$ cat src/mtr_map.svh
/*
 * Register offsets, field positions, reset values and timing figures of the
 * transparent Modbus router. Assumes byte addresses on an 8-bit APB address.
 */
`ifndef MTR_MAP_SVH
`define MTR_MAP_SVH
`define MTR_OFF_CTRL 8'h00
`define MTR_OFF_RSP_TMO 8'h04
`define MTR_OFF_ICT 8'h08
`define MTR_OFF_IFD 8'h0C
`define MTR_OFF_AUTO_CFG 8'h10
`define MTR_OFF_AUTO_RES 8'h14
`define MTR_OFF_MAP_SEL 8'h18
`define MTR_OFF_MAP_RANGE 8'h1C
`define MTR_OFF_MAP_IP 8'h20
`define MTR_OFF_MAP_PORT 8'h24
`define MTR_OFF_IRQ_STS 8'h28
`define MTR_OFF_IRQ_EN 8'h2C
`define MTR_OFF_IRQ_CLR 8'h30
`define MTR_OFF_STATE 8'h34
`define MTR_CTRL_EN 0
`define MTR_CTRL_ROLE_M 1
`define MTR_CTRL_ASCII 2
`define MTR_CTRL_AUTO 3
`define MTR_RNG_START 7:0
`define MTR_RNG_END 15:8
`define MTR_RNG_OFF 24:16
`define MTR_RNG_TCP 30
`define MTR_RNG_VALID 31
`define MTR_EV_UNMAPPED 0
`define MTR_EV_QFULL 1
`define MTR_EV_RSP_TMO 2
`define MTR_EV_ICT 3
`define MTR_EV_AUTO 4
`define MTR_EV_DONE 5
`define MTR_RST_RSP_TMO 17'h003E8
`define MTR_RST_ICT 9'h000
`define MTR_RST_IFD 9'h000
`define MTR_ID_MIN 8'h01
`define MTR_ID_MAX 8'hFE
`define MTR_TMO_MIN_MS 17'h0000A
`define MTR_AUTO_ICT_MS 17'h0000A
`define MTR_AUTO_IFD_MS 17'h0000A
`define MTR_PCLK_HZ 40000000
`define MTR_TICK_MS 1
`define MTR_CYC_PER_MS ((`MTR_PCLK_HZ / 1000) * `MTR_TICK_MS)
`endif

$ cat src/mtr_pkg.sv
/*
 * Types of the transparent Modbus router. Constants live in mtr_map.svh.
 */
package mtr_pkg;
  typedef enum logic [3:0] {
    MTR_IDLE = 4'b0000,
    MTR_FETCH = 4'b0001,
    MTR_LOOKUP = 4'b0010,
    MTR_SEND = 4'b0011,
    MTR_WAIT_TX = 4'b0100,
    MTR_WAIT_RSP = 4'b0101,
    MTR_RX = 4'b0110,
    MTR_IFD = 4'b0111,
    MTR_DELIVER = 4'b1000
  } mtr_state_e;

  typedef struct packed {
    logic valid;
    logic tcp;
    logic [8:0] offset;
    logic [7:0] id_end;
    logic [7:0] id_start;
    logic [31:0] ip;
    logic [15:0] port;
  } mtr_map_s;

  typedef struct packed {
    logic [7:0] id;
    logic [15:0] tag;
  } mtr_req_s;

  typedef struct packed {
    logic tcp;
    logic probe;
    logic [7:0] id;
    logic [15:0] tag;
    logic [31:0] ip;
    logic [15:0] port;
    logic [7:0] fc;
    logic [15:0] addr;
  } mtr_fwd_s;

  typedef struct packed {
    logic [7:0] id;
    logic [15:0] tag;
  } mtr_rsp_s;
endpackage

$ cat src/mtr_qmem.sv
/*
 * Request queue storage: one write port, one read port, registered read
 * data. Assumes the caller keeps its own pointers and never reads and
 * writes the same entry in one cycle with an expectation of bypass.
 */
module mtr_qmem #(
  parameter int W = 24,
  parameter int AW = 5
) (
  // clock, reset, enable
  input wire logic clk,
  input wire logic rst_n,
  input wire logic ce,
  // write side
  input wire logic we,
  input wire logic [AW-1:0] waddr,
  input wire logic [W-1:0] wdata,
  // read side
  input wire logic re,
  input wire logic [AW-1:0] raddr,
  output logic [W-1:0] rdata_q
);
  logic [W-1:0] mem [0:(1<<AW)-1];

  always_ff @(posedge clk) begin
    if (ce && we) begin
      mem[waddr] <= wdata;
    end
  end

  always_ff @(posedge clk or negedge rst_n) begin
    if (!rst_n) begin
      rdata_q <= '0;
    end else if (ce && re) begin
      rdata_q <= mem[raddr];
    end
  end
endmodule // mtr_qmem

$ cat src/mtr_router.sv
/*
 * Transparent Modbus router core: per-master request queues, virtual slave
 * ID map with offset translation, one-at-a-time forwarding, response
 * timeout, RTU inter-character discard, RTU inter-frame delay, response
 * timeout auto-detection and an APB register file with interrupt.
 * Assumes the byte-level framers and the TCP stack sit on pclk and give
 * one-cycle pulses; no input here needs synchronising.
 */
`include "mtr_map.svh"

// Behaviour
// RULE_01: serial master pairs with TCP server, serial slave pairs with TCP client.
// RULE_02: reply wait is 10 to 120000 ms, default 1000; expiry abandons the request.
// RULE_03: auto-detect measures reply time with chosen function and address, serial slaves only.
// RULE_04: RTU character gap above inter-character timeout discards the partial frame.
// RULE_05: inter-character timeout zero means an automatically chosen interval.
// RULE_06: RTU reply waits inter-frame delay before going upstream; zero means automatic.
// RULE_07: serial-slave role maps all IDs to serial; serial-master role starts empty.
// RULE_08: map entry spans virtual IDs 1 to 254, TCP entries carry IP and port.
// RULE_09: actual ID is virtual ID plus signed entry offset, -253 to 253.
// RULE_10: a request goes only to its mapped destination, never broadcast.
// RULE_11: mapped requests leave with the translated actual slave ID.
// RULE_12: requests with unmapped IDs are silently dropped.
// RULE_13: software must keep virtual ranges disjoint and clear of other TCP IDs.
// RULE_14: one request outstanding; next waits for reply or timeout.
// RULE_15: each master has a 32-deep pending queue; arrivals when full are dropped.
// RULE_16: framing is RTU or ASCII, RTU default; gap timers only in RTU.
// RULE_17: reply timer runs from last request character sent to first reply character.
module mtr_router #(
  parameter int NM = 2,
  parameter int NMAP = 4,
  parameter int QAW = 5,
  parameter int CYC_PER_MS = `MTR_CYC_PER_MS
) (
  // clock, reset, enable
  input wire logic pclk,
  input wire logic presetn,
  input wire logic pce,
  // apb slave
  input wire logic psel,
  input wire logic penable,
  input wire logic pwrite,
  input wire logic [7:0] paddr,
  input wire logic [31:0] pwdata,
  output logic [31:0] prdata,
  output logic pready,
  output logic pslverr,
  output logic irq,
  // role and framing
  output logic net_tcp_server,
  output logic ser_ascii,
  // upstream requests
  input wire logic req_valid,
  input wire logic [$clog2(NM)-1:0] req_master,
  input wire mtr_pkg::mtr_req_s req,
  // forwarded request
  output logic fwd_valid,
  input wire logic fwd_ready,
  output mtr_pkg::mtr_fwd_s fwd,
  input wire logic ser_tx_done,
  // reply events
  input wire logic ser_rx_char,
  input wire logic ser_rx_end,
  input wire logic tcp_rx_char,
  input wire logic tcp_rx_end,
  output logic rx_discard,
  // upstream reply
  output logic rsp_valid,
  input wire logic rsp_ready,
  output mtr_pkg::mtr_rsp_s rsp
);
  localparam int MW = (NM > 1) ? $clog2(NM) : 1;
  localparam logic [16:0] CPM = 17'(CYC_PER_MS - 1);

  typedef struct packed {
    mtr_pkg::mtr_state_e state;
    logic en;
    logic role_m;
    logic ascii;
    logic [16:0] rsp_tmo;
    logic [8:0] ict;
    logic [8:0] ifd;
    logic [31:0] acfg;
    logic [17:0] ares;
    logic [1:0] msel;
    mtr_pkg::mtr_map_s [NMAP-1:0] map;
    logic [5:0] sts;
    logic [5:0] ien;
    logic [NM-1:0][QAW-1:0] wp;
    logic [NM-1:0][QAW-1:0] rp;
    logic [NM-1:0][QAW:0] cnt;
    logic [MW-1:0] cur;
    logic [7:0] vid;
    mtr_pkg::mtr_fwd_s fwd;
    mtr_pkg::mtr_rsp_s rsp;
    logic [16:0] pre;
    logic [16:0] ms;
    logic discard;
    logic [31:0] rdata;
  } mtr_st_s;

  mtr_st_s q, d;
  logic [NMAP-1:0] hit;
  logic [QAW+MW-1:0] waddr, raddr;
  logic re;
  mtr_pkg::mtr_req_s qrd;

  // range check per map entry
  genvar g;
  generate
    for (g = 0; g < NMAP; g++) begin : g_hit
      assign hit[g] = q.map[g].valid && (q.map[g].id_start >= `MTR_ID_MIN) &&
                      (q.map[g].id_end <= `MTR_ID_MAX) &&
                      (qrd.id >= q.map[g].id_start) && (qrd.id <= q.map[g].id_end); // RULE_08
    end
  endgenerate

  assign waddr = {MW'(req_master), q.wp[req_master]};

  mtr_qmem #(
    .W($bits(mtr_pkg::mtr_req_s)),
    .AW(QAW + MW)
  ) u_qmem (
    .clk(pclk),
    .rst_n(presetn),
    .ce(pce),
    .we(req_valid && q.cnt[req_master] != (QAW+1)'(1 << QAW)),
    .waddr(waddr),
    .wdata(req),
    .re(re),
    .raddr(raddr),
    .rdata_q(qrd)
  );

  function automatic mtr_pkg::mtr_map_s mtr_default_map(input logic role_m);
    mtr_pkg::mtr_map_s m;
    m = '0;
    m.valid = !role_m; // RULE_07
    m.id_start = `MTR_ID_MIN;
    m.id_end = `MTR_ID_MAX;
    return m;
  endfunction

  logic wr_acc, rd_setup, ms_tick, ser_sel, rtu, rx_char, rx_end;
  logic [16:0] ict_lim, ifd_lim, sugg;
  logic [5:0] ev;
  int sel;

  always_comb begin
    d = q;
    ev = '0;
    re = 1'b0;
    raddr = '0;
    sel = 0;
    d.discard = 1'b0;
    wr_acc = psel && penable && pwrite;
    rd_setup = psel && !penable && !pwrite;
    ms_tick = (q.pre == CPM);
    d.pre = ms_tick ? '0 : q.pre + 17'h00001;
    if (ms_tick && q.ms != 17'h1FFFF) begin
      d.ms = q.ms + 17'h00001;
    end
    ser_sel = !q.fwd.tcp;
    rtu = ser_sel && !q.ascii; // RULE_16
    rx_char = ser_sel ? ser_rx_char : tcp_rx_char;
    rx_end = ser_sel ? ser_rx_end : tcp_rx_end;
    ict_lim = (q.ict == '0) ? `MTR_AUTO_ICT_MS : {8'h00, q.ict}; // RULE_05
    ifd_lim = (q.ifd == '0) ? `MTR_AUTO_IFD_MS : {8'h00, q.ifd}; // RULE_06
    sugg = (q.ms < 17'h10000) ? {q.ms[15:0], 1'b0} : 17'h1FFFF;
    if (sugg < `MTR_TMO_MIN_MS) begin
      sugg = `MTR_TMO_MIN_MS;
    end

    // enqueue per master
    for (int m = 0; m < NM; m++) begin
      if (req_valid && req_master == MW'(m)) begin
        if (q.cnt[m] == (QAW+1)'(1 << QAW)) begin
          ev[`MTR_EV_QFULL] = 1'b1; // RULE_15
        end else begin
          d.wp[m] = q.wp[m] + QAW'(1);
          d.cnt[m] = q.cnt[m] + (QAW+1)'(1);
        end
      end
    end

    case (q.state)
      mtr_pkg::MTR_IDLE: begin
        for (int m = NM - 1; m >= 0; m--) begin
          if (q.cnt[m] != '0) begin
            sel = m;
          end
        end
        if (q.en && q.cnt[sel] != '0) begin
          re = 1'b1;
          raddr = {MW'(sel), q.rp[sel]};
          d.cur = MW'(sel);
          d.rp[sel] = q.rp[sel] + QAW'(1);
          d.cnt[sel] = d.cnt[sel] - (QAW+1)'(1); // RULE_14
          d.state = mtr_pkg::MTR_FETCH;
        end
      end
      mtr_pkg::MTR_FETCH: begin
        d.state = mtr_pkg::MTR_LOOKUP;
      end
      mtr_pkg::MTR_LOOKUP: begin
        d.state = mtr_pkg::MTR_IDLE;
        if (hit == '0) begin
          ev[`MTR_EV_UNMAPPED] = 1'b1; // RULE_12
        end else begin
          // no probe fields may leak into a plain forward
          d.fwd = '0;
          for (int i = NMAP - 1; i >= 0; i--) begin
            if (hit[i]) begin
              d.fwd.tcp = q.map[i].tcp; // RULE_10
              d.fwd.ip = q.map[i].ip;
              d.fwd.port = q.map[i].port;
              d.fwd.id = 8'({1'b0, qrd.id} + q.map[i].offset); // RULE_09 RULE_11
            end
          end
          d.fwd.probe = 1'b0;
          d.fwd.tag = qrd.tag;
          d.vid = qrd.id;
          d.state = mtr_pkg::MTR_SEND;
        end
      end
      mtr_pkg::MTR_SEND: begin
        if (fwd_ready) begin
          d.state = q.fwd.tcp ? mtr_pkg::MTR_WAIT_RSP : mtr_pkg::MTR_WAIT_TX;
          d.ms = '0;
          d.pre = '0;
        end
      end
      mtr_pkg::MTR_WAIT_TX: begin
        d.ms = '0;
        d.pre = '0;
        if (ser_tx_done) begin
          d.state = mtr_pkg::MTR_WAIT_RSP; // RULE_17
        end
      end
      mtr_pkg::MTR_WAIT_RSP: begin
        if (rx_char) begin
          d.state = mtr_pkg::MTR_RX; // RULE_17
          d.ms = '0;
          d.pre = '0;
          if (q.fwd.probe) begin
            d.ares = {1'b1, sugg}; // RULE_03
            ev[`MTR_EV_AUTO] = 1'b1;
          end
        end else if (q.ms >= q.rsp_tmo) begin
          ev[`MTR_EV_RSP_TMO] = 1'b1; // RULE_02
          ev[`MTR_EV_AUTO] = q.fwd.probe;
          d.state = mtr_pkg::MTR_IDLE;
        end
      end
      mtr_pkg::MTR_RX: begin
        if (rx_end) begin
          d.ms = '0;
          d.pre = '0;
          d.rsp.id = q.vid;
          d.rsp.tag = q.fwd.tag;
          if (q.fwd.probe) begin
            d.state = mtr_pkg::MTR_IDLE;
          end else begin
            d.state = rtu ? mtr_pkg::MTR_IFD : mtr_pkg::MTR_DELIVER;
          end
        end else if (rx_char) begin
          d.ms = '0;
          d.pre = '0;
        end else if (rtu && q.ms > ict_lim) begin
          d.discard = 1'b1; // RULE_04
          ev[`MTR_EV_ICT] = 1'b1;
          d.state = mtr_pkg::MTR_IDLE;
        end
      end
      mtr_pkg::MTR_IFD: begin
        if (q.ms >= ifd_lim) begin
          d.state = mtr_pkg::MTR_DELIVER; // RULE_06
        end
      end
      mtr_pkg::MTR_DELIVER: begin
        if (rsp_ready) begin
          ev[`MTR_EV_DONE] = 1'b1;
          d.state = mtr_pkg::MTR_IDLE;
        end
      end
      default: begin
        d.state = mtr_pkg::MTR_IDLE;
      end
    endcase

    // register writes
    if (wr_acc) begin
      case (paddr)
        `MTR_OFF_CTRL: begin
          d.en = pwdata[`MTR_CTRL_EN];
          d.ascii = pwdata[`MTR_CTRL_ASCII];
          d.role_m = pwdata[`MTR_CTRL_ROLE_M]; // RULE_01
          if (pwdata[`MTR_CTRL_ROLE_M] != q.role_m) begin
            d.map = '0;
            d.map[0] = mtr_default_map(pwdata[`MTR_CTRL_ROLE_M]); // RULE_07
          end
          // probe only toward serial slaves, from idle, never over a queue pop
          if (pwdata[`MTR_CTRL_AUTO] && !q.role_m && q.state == mtr_pkg::MTR_IDLE && !re) begin
            d.fwd = '0;
            d.ares[17] = 1'b0;
            d.fwd.probe = 1'b1; // RULE_03
            d.fwd.fc = q.acfg[7:0];
            d.fwd.addr = q.acfg[23:8];
            d.fwd.id = q.acfg[31:24];
            d.vid = q.acfg[31:24];
            d.state = mtr_pkg::MTR_SEND;
          end
        end
        `MTR_OFF_RSP_TMO: d.rsp_tmo = pwdata[16:0];
        `MTR_OFF_ICT: d.ict = pwdata[8:0];
        `MTR_OFF_IFD: d.ifd = pwdata[8:0];
        `MTR_OFF_AUTO_CFG: d.acfg = pwdata;
        `MTR_OFF_MAP_SEL: d.msel = pwdata[1:0];
        `MTR_OFF_MAP_RANGE: begin
          d.map[q.msel].id_start = pwdata[`MTR_RNG_START];
          d.map[q.msel].id_end = pwdata[`MTR_RNG_END];
          d.map[q.msel].offset = pwdata[`MTR_RNG_OFF];
          d.map[q.msel].tcp = pwdata[`MTR_RNG_TCP];
          d.map[q.msel].valid = pwdata[`MTR_RNG_VALID];
        end
        `MTR_OFF_MAP_IP: d.map[q.msel].ip = pwdata;
        `MTR_OFF_MAP_PORT: d.map[q.msel].port = pwdata[15:0];
        `MTR_OFF_IRQ_EN: d.ien = pwdata[5:0];
        default: begin
        end
      endcase
    end
    // hardware set wins over software clear
    d.sts = (q.sts & ~((wr_acc && paddr == `MTR_OFF_IRQ_CLR) ? pwdata[5:0] : 6'h00)) | ev;

    // read data captured in the setup phase
    if (rd_setup) begin
      case (paddr)
        `MTR_OFF_CTRL: d.rdata = {29'h0, q.ascii, q.role_m, q.en};
        `MTR_OFF_RSP_TMO: d.rdata = {15'h0, q.rsp_tmo};
        `MTR_OFF_ICT: d.rdata = {23'h0, q.ict};
        `MTR_OFF_IFD: d.rdata = {23'h0, q.ifd};
        `MTR_OFF_AUTO_CFG: d.rdata = q.acfg;
        `MTR_OFF_AUTO_RES: d.rdata = {q.ares[17], 14'h0, q.ares[16:0]};
        `MTR_OFF_MAP_SEL: d.rdata = {30'h0, q.msel};
        `MTR_OFF_MAP_RANGE: d.rdata = {q.map[q.msel].valid, q.map[q.msel].tcp, 5'h00,
                                       q.map[q.msel].offset, q.map[q.msel].id_end,
                                       q.map[q.msel].id_start};
        `MTR_OFF_MAP_IP: d.rdata = q.map[q.msel].ip;
        `MTR_OFF_MAP_PORT: d.rdata = {16'h0000, q.map[q.msel].port};
        `MTR_OFF_IRQ_STS: d.rdata = {26'h0, q.sts};
        `MTR_OFF_IRQ_EN: d.rdata = {26'h0, q.ien};
        `MTR_OFF_STATE: d.rdata = {12'h0, q.cnt[0][QAW:0], 10'h0, q.state};
        default: d.rdata = 32'h0000_0000;
      endcase
    end
  end

  always_ff @(posedge pclk or negedge presetn) begin
    if (!presetn) begin
      q <= '0;
      q.state <= mtr_pkg::MTR_IDLE;
      q.rsp_tmo <= `MTR_RST_RSP_TMO; // RULE_02
      q.ict <= `MTR_RST_ICT;
      q.ifd <= `MTR_RST_IFD;
      q.map[0] <= '{valid: 1'b1, tcp: 1'b0, offset: 9'h000, id_end: `MTR_ID_MAX,
                    id_start: `MTR_ID_MIN, ip: 32'h0000_0000, port: 16'h0000}; // RULE_07
    end else if (pce) begin
      q <= d;
    end
  end

  assign pready = 1'b1;
  assign pslverr = psel && penable && !(paddr <= `MTR_OFF_STATE && paddr[1:0] == 2'b00);
  assign prdata = q.rdata;
  assign irq = |(q.sts & q.ien);
  assign net_tcp_server = q.role_m; // RULE_01
  assign ser_ascii = q.ascii; // RULE_16
  assign fwd_valid = (q.state == mtr_pkg::MTR_SEND);
  assign fwd = q.fwd;
  assign rx_discard = q.discard;
  assign rsp_valid = (q.state == mtr_pkg::MTR_DELIVER);
  assign rsp = q.rsp;
endmodule // mtr_router

$ cat config.mk
export PLATFORM = sky130hd
export DESIGN_NAME = mtr_router
export DESIGN_NICKNAME = d
export VERILOG_FILES = /design/src/mtr_pkg.sv /design/src/mtr_qmem.sv /design/src/mtr_router.sv
export VERILOG_INCLUDE_DIRS = /design/src
export SDC_FILE = /design/constraint.sdc
export NUM_CORES = 2
export LEC_CHECK = 0
export BUFFER_PORTS_ARGS = -buffer_cell sky130_fd_sc_hd__buf_4
export CORE_AREA = 5 5 563 398
export DETAILED_ROUTE_END_ITERATION = 6
export DIE_AREA = 0 0 568 403
export GPL_TIMING_DRIVEN = 0
export PLACE_DENSITY = 0.72
export SYNTH_ARGS = -nofsm -noshare
export SYNTH_HDL_FRONTEND = slang
export SYNTH_SLANG_ARGS = --single-unit
export TNS_END_PERCENT = 5
$ cat constraint.sdc
create_clock -name pclk -period 8.17 [get_ports pclk]
set_clock_uncertainty 0.2 [all_clocks]
set_input_delay 0.817 -clock pclk [delete_from_list [all_inputs] [get_ports pclk]]
set_output_delay 0.817 -clock pclk [all_outputs]
set_load 0.02 [all_outputs]
==> out/metrics.cfg <==
[critical_path]
arrival_ns = 8.63
critPathLaunch = q[198]
reg2reg_to = u_qmem.rdata_q[0]
required_ns = 8.73
r2r_setup_slack_ns = 0.11
r2r_start = q[198]
r2r_cells = 15
worstPathMaxFanout = 10
critPathCaptureType = register
startpoint_type = register
endpoint = u_qmem.rdata_q[0]
crit_type = reg2reg

[synth]
syn_inst = 8107
synth_area_per_cell_um2 = 12.0
synth_edf_count = 1536
synth-main-ff-cell = edfxtp_1
synth.ff_latch_count = 2195
synth_top_area_cell = edfxtp_1
ys_warn_count = 0
yosysSeqAreaShare_pct = 64.2
async_flop_share_pct = 30.0
synth_cell_types = 89
mappedNetlistArea_um2 = 97600
synth_nets = 8328
synthTopCellsByArea = edfxtp_1, dfrtp_1, nand2_1
yosysTopAreaCellShare_pct = 47.3

[routing]
routed_wl_um = 411000
via_per_inst = 6.61
drtAntennaViolNets = 0
routedWlPerCell_um = 35.1
dr.pass1.iters = 7
vias = 77343
drt_iter0_drc = 13746
drc = 26

[pwr]
pwr-share-clk_pct = 41.5
ir_drop_uv = 216
power_frac_comb_pct = 8.8
fin_total_pwr_mw = 24.7
p_leak_nw = 41.9
swShare_pct = 25.7
internal_power_mw = 18.3
seqPwrFrac_pct = 49.7
powerDensity_nw_per_um2 = 222
p_switching_mw = 6.35

[sta]
tns_ns = 0
layout_min_cycle_time_ns = 8.06
worst_pin_slew_ns = 1.68
finalSetupViolCount = 0
period_share_pct = 98.7
max_freq_mhz = 124
holdWs_ns = 0.0713
finalMaxSlewViolations = 81
hold_viol_final = 0
rsz0062_at_grt = no
layout_setup_ws_ns = 0.108
relSlewSlack_pct = -11.9

[clock_network]
ctsHtreeMaxLevel = 4
clock-sinks = 2195
cts_buffers = 215
clockRootBuffer = clkbuf_16
cts_tree = done
ctsLongestPathBuffers = 4
clk_pin_slew_ns = 0.06
clkLatencyLatePin_ns = 0.91

[floorplanning]
fp.dieArea_um2 = 229000
io_pins = 241
row_count = 144
start_util_pct = 44.7
core-area_um2 = 218000
chipWidth_um = 568
die_h_um = 403

[grt]
grt_max_degree = 123
grt_pass1_vias = 70866
antenna_found_initial = 46
grtUsageTotal_pct = 34.7
grt-ovfl-total = 0
grt_pass1_wl_um = 560000

[cells_and_area]
layout_common_cells = edfxtp_1, nand2_1, dfrtp_1
layout_commonest_cell = edfxtp_1
fin_nets = 8806
fin_util_pct = 50.9
drive_above_1_share_pct = 13.5
syn2layout_area_growth_pct = 13.9

[job]
max_cap_viol_count = 13

[run_status]
status = finished with violations
violations = DRC, capacitance limit, slew limit

[placement]
hpwl_um = 287000
numPortBuffers = 221
gp_congestion = 1.03
pre_cts_ws_ns = 0.531

[hold_path]
hp-class = in2reg

worst max-delay path, stage by stage (launching register included):
cell and delay, ns:
dfrtp_1 0.38, clkbuf_1 0.23, inv_1 0.14, ha_1 0.16, nand2b_1 0.14, a2111oi_4 0.82
mux2i_1 1.03, clkbuf_1 0.75, buf_2 0.77, buf_1 1.23, nand2_1 0.15, a21oi_1 0.20
o31ai_1 0.09, nor3_1 0.57, nand4_1 0.65, a211oi_1 0.42
layout make-up:
class,instances,area [um2]
Fill cell,18753,107000
Sequential cell,2195,62600
Multi-Input combinational cell,5048,31400
Clock buffer,290,5860
Tap cell,2920,3650
Buffer,735,3570
Timing Repair Buffer,261,2410
Clock inverter,95,1130
Inverter,129,484
Antenna cell,36,90.1
flip-flops by register name, summed over array words and instances, names as in the netlist:
name and flops:
net_tcp_server 1, rx_discard 1, u_qmem.mem 1536, u_qmem.rdata_q 24, q 478, fwd 98
prdata 32, ser_ascii 1, rsp 24
synth_stat cells, drive strengths merged, types with 59 or more instances:
cell type / instances
nor2: 489
a22oi: 155
nand3: 305
nand4: 59
o31ai: 87
buf: 350
o21ai: 405
dfrtp: 644
inv: 128
a21oi: 361
ha: 138
a22o: 182
clkbuf: 385
nand2: 1199
mux4: 75
mux2: 110
o22ai: 84
and3: 96
nor3: 321
mux2i: 122
a21o: 132
a221oi: 93
edfxtp: 1536
a211oi: 110
worst min-delay path by stage:
stage                    from   endpoint  cells past startpoint
finish              rsp_ready     q[241]                      2
global route        rsp_ready     q[241]                      2
CTS                 rsp_ready     q[241]                      2
detailed placement      q[62]      q[62]                      1
global placement    prdata[2]  prdata[2]                      1
floorplan               q[62]      q[62]                      1
metal layers:
metal	vias to the layer above	track usage, %	wire (um)
met5	-	1.05	829
met4	40	17.4	26000
met3	1211	15.8	69300
met2	6576	47.3	164000
met1	38393	46.3	151000
li1	31123	-	-
power groups by stage:
stage	logic, mW	registers (mW)	clock network (mW)
after floorplan	0.933	12.4	0
after global placement	1.94	12.5	0
after detailed placement	2.04	12.5	0
after CTS	2.05	12.3	10.2
after global routing	2.21	12.3	10.7
final	2.18	12.3	10.2
stage by stage:
stage                     instances  instance area [um2]
after floorplan                8107                97600
after global placement        11248               103000
after detailed placement      11283               104000
after CTS                     11669               111000
after global routing          11674               111000
final                         11709               111000
kinds of logic (layout without fill, tap and decap cells):
group,Yosys count,count (layout),synth area share [%]
muxes,307,307,4.25
DFF,2195,2195,64.2
and+or+nand+nor,2638,2638,11.9
AOI/OAI and AO/OA,1870,1870,12.9
adders and majority gates,142,142,1.85
other,1,37,0.00384
xor gates and xnor gates,90,90,0.808
buffers and inverters,864,1510,4.15
timing repair:
action                                  in CTS  in global routing
hold endpoints to repair                    76                  0
buffers inserted                             0                  0
endpoints found under the setup margin       0                  0
hold buffers                                 1                  0
resized for setup                            0                  0
(Power assumes the default switching activity.)
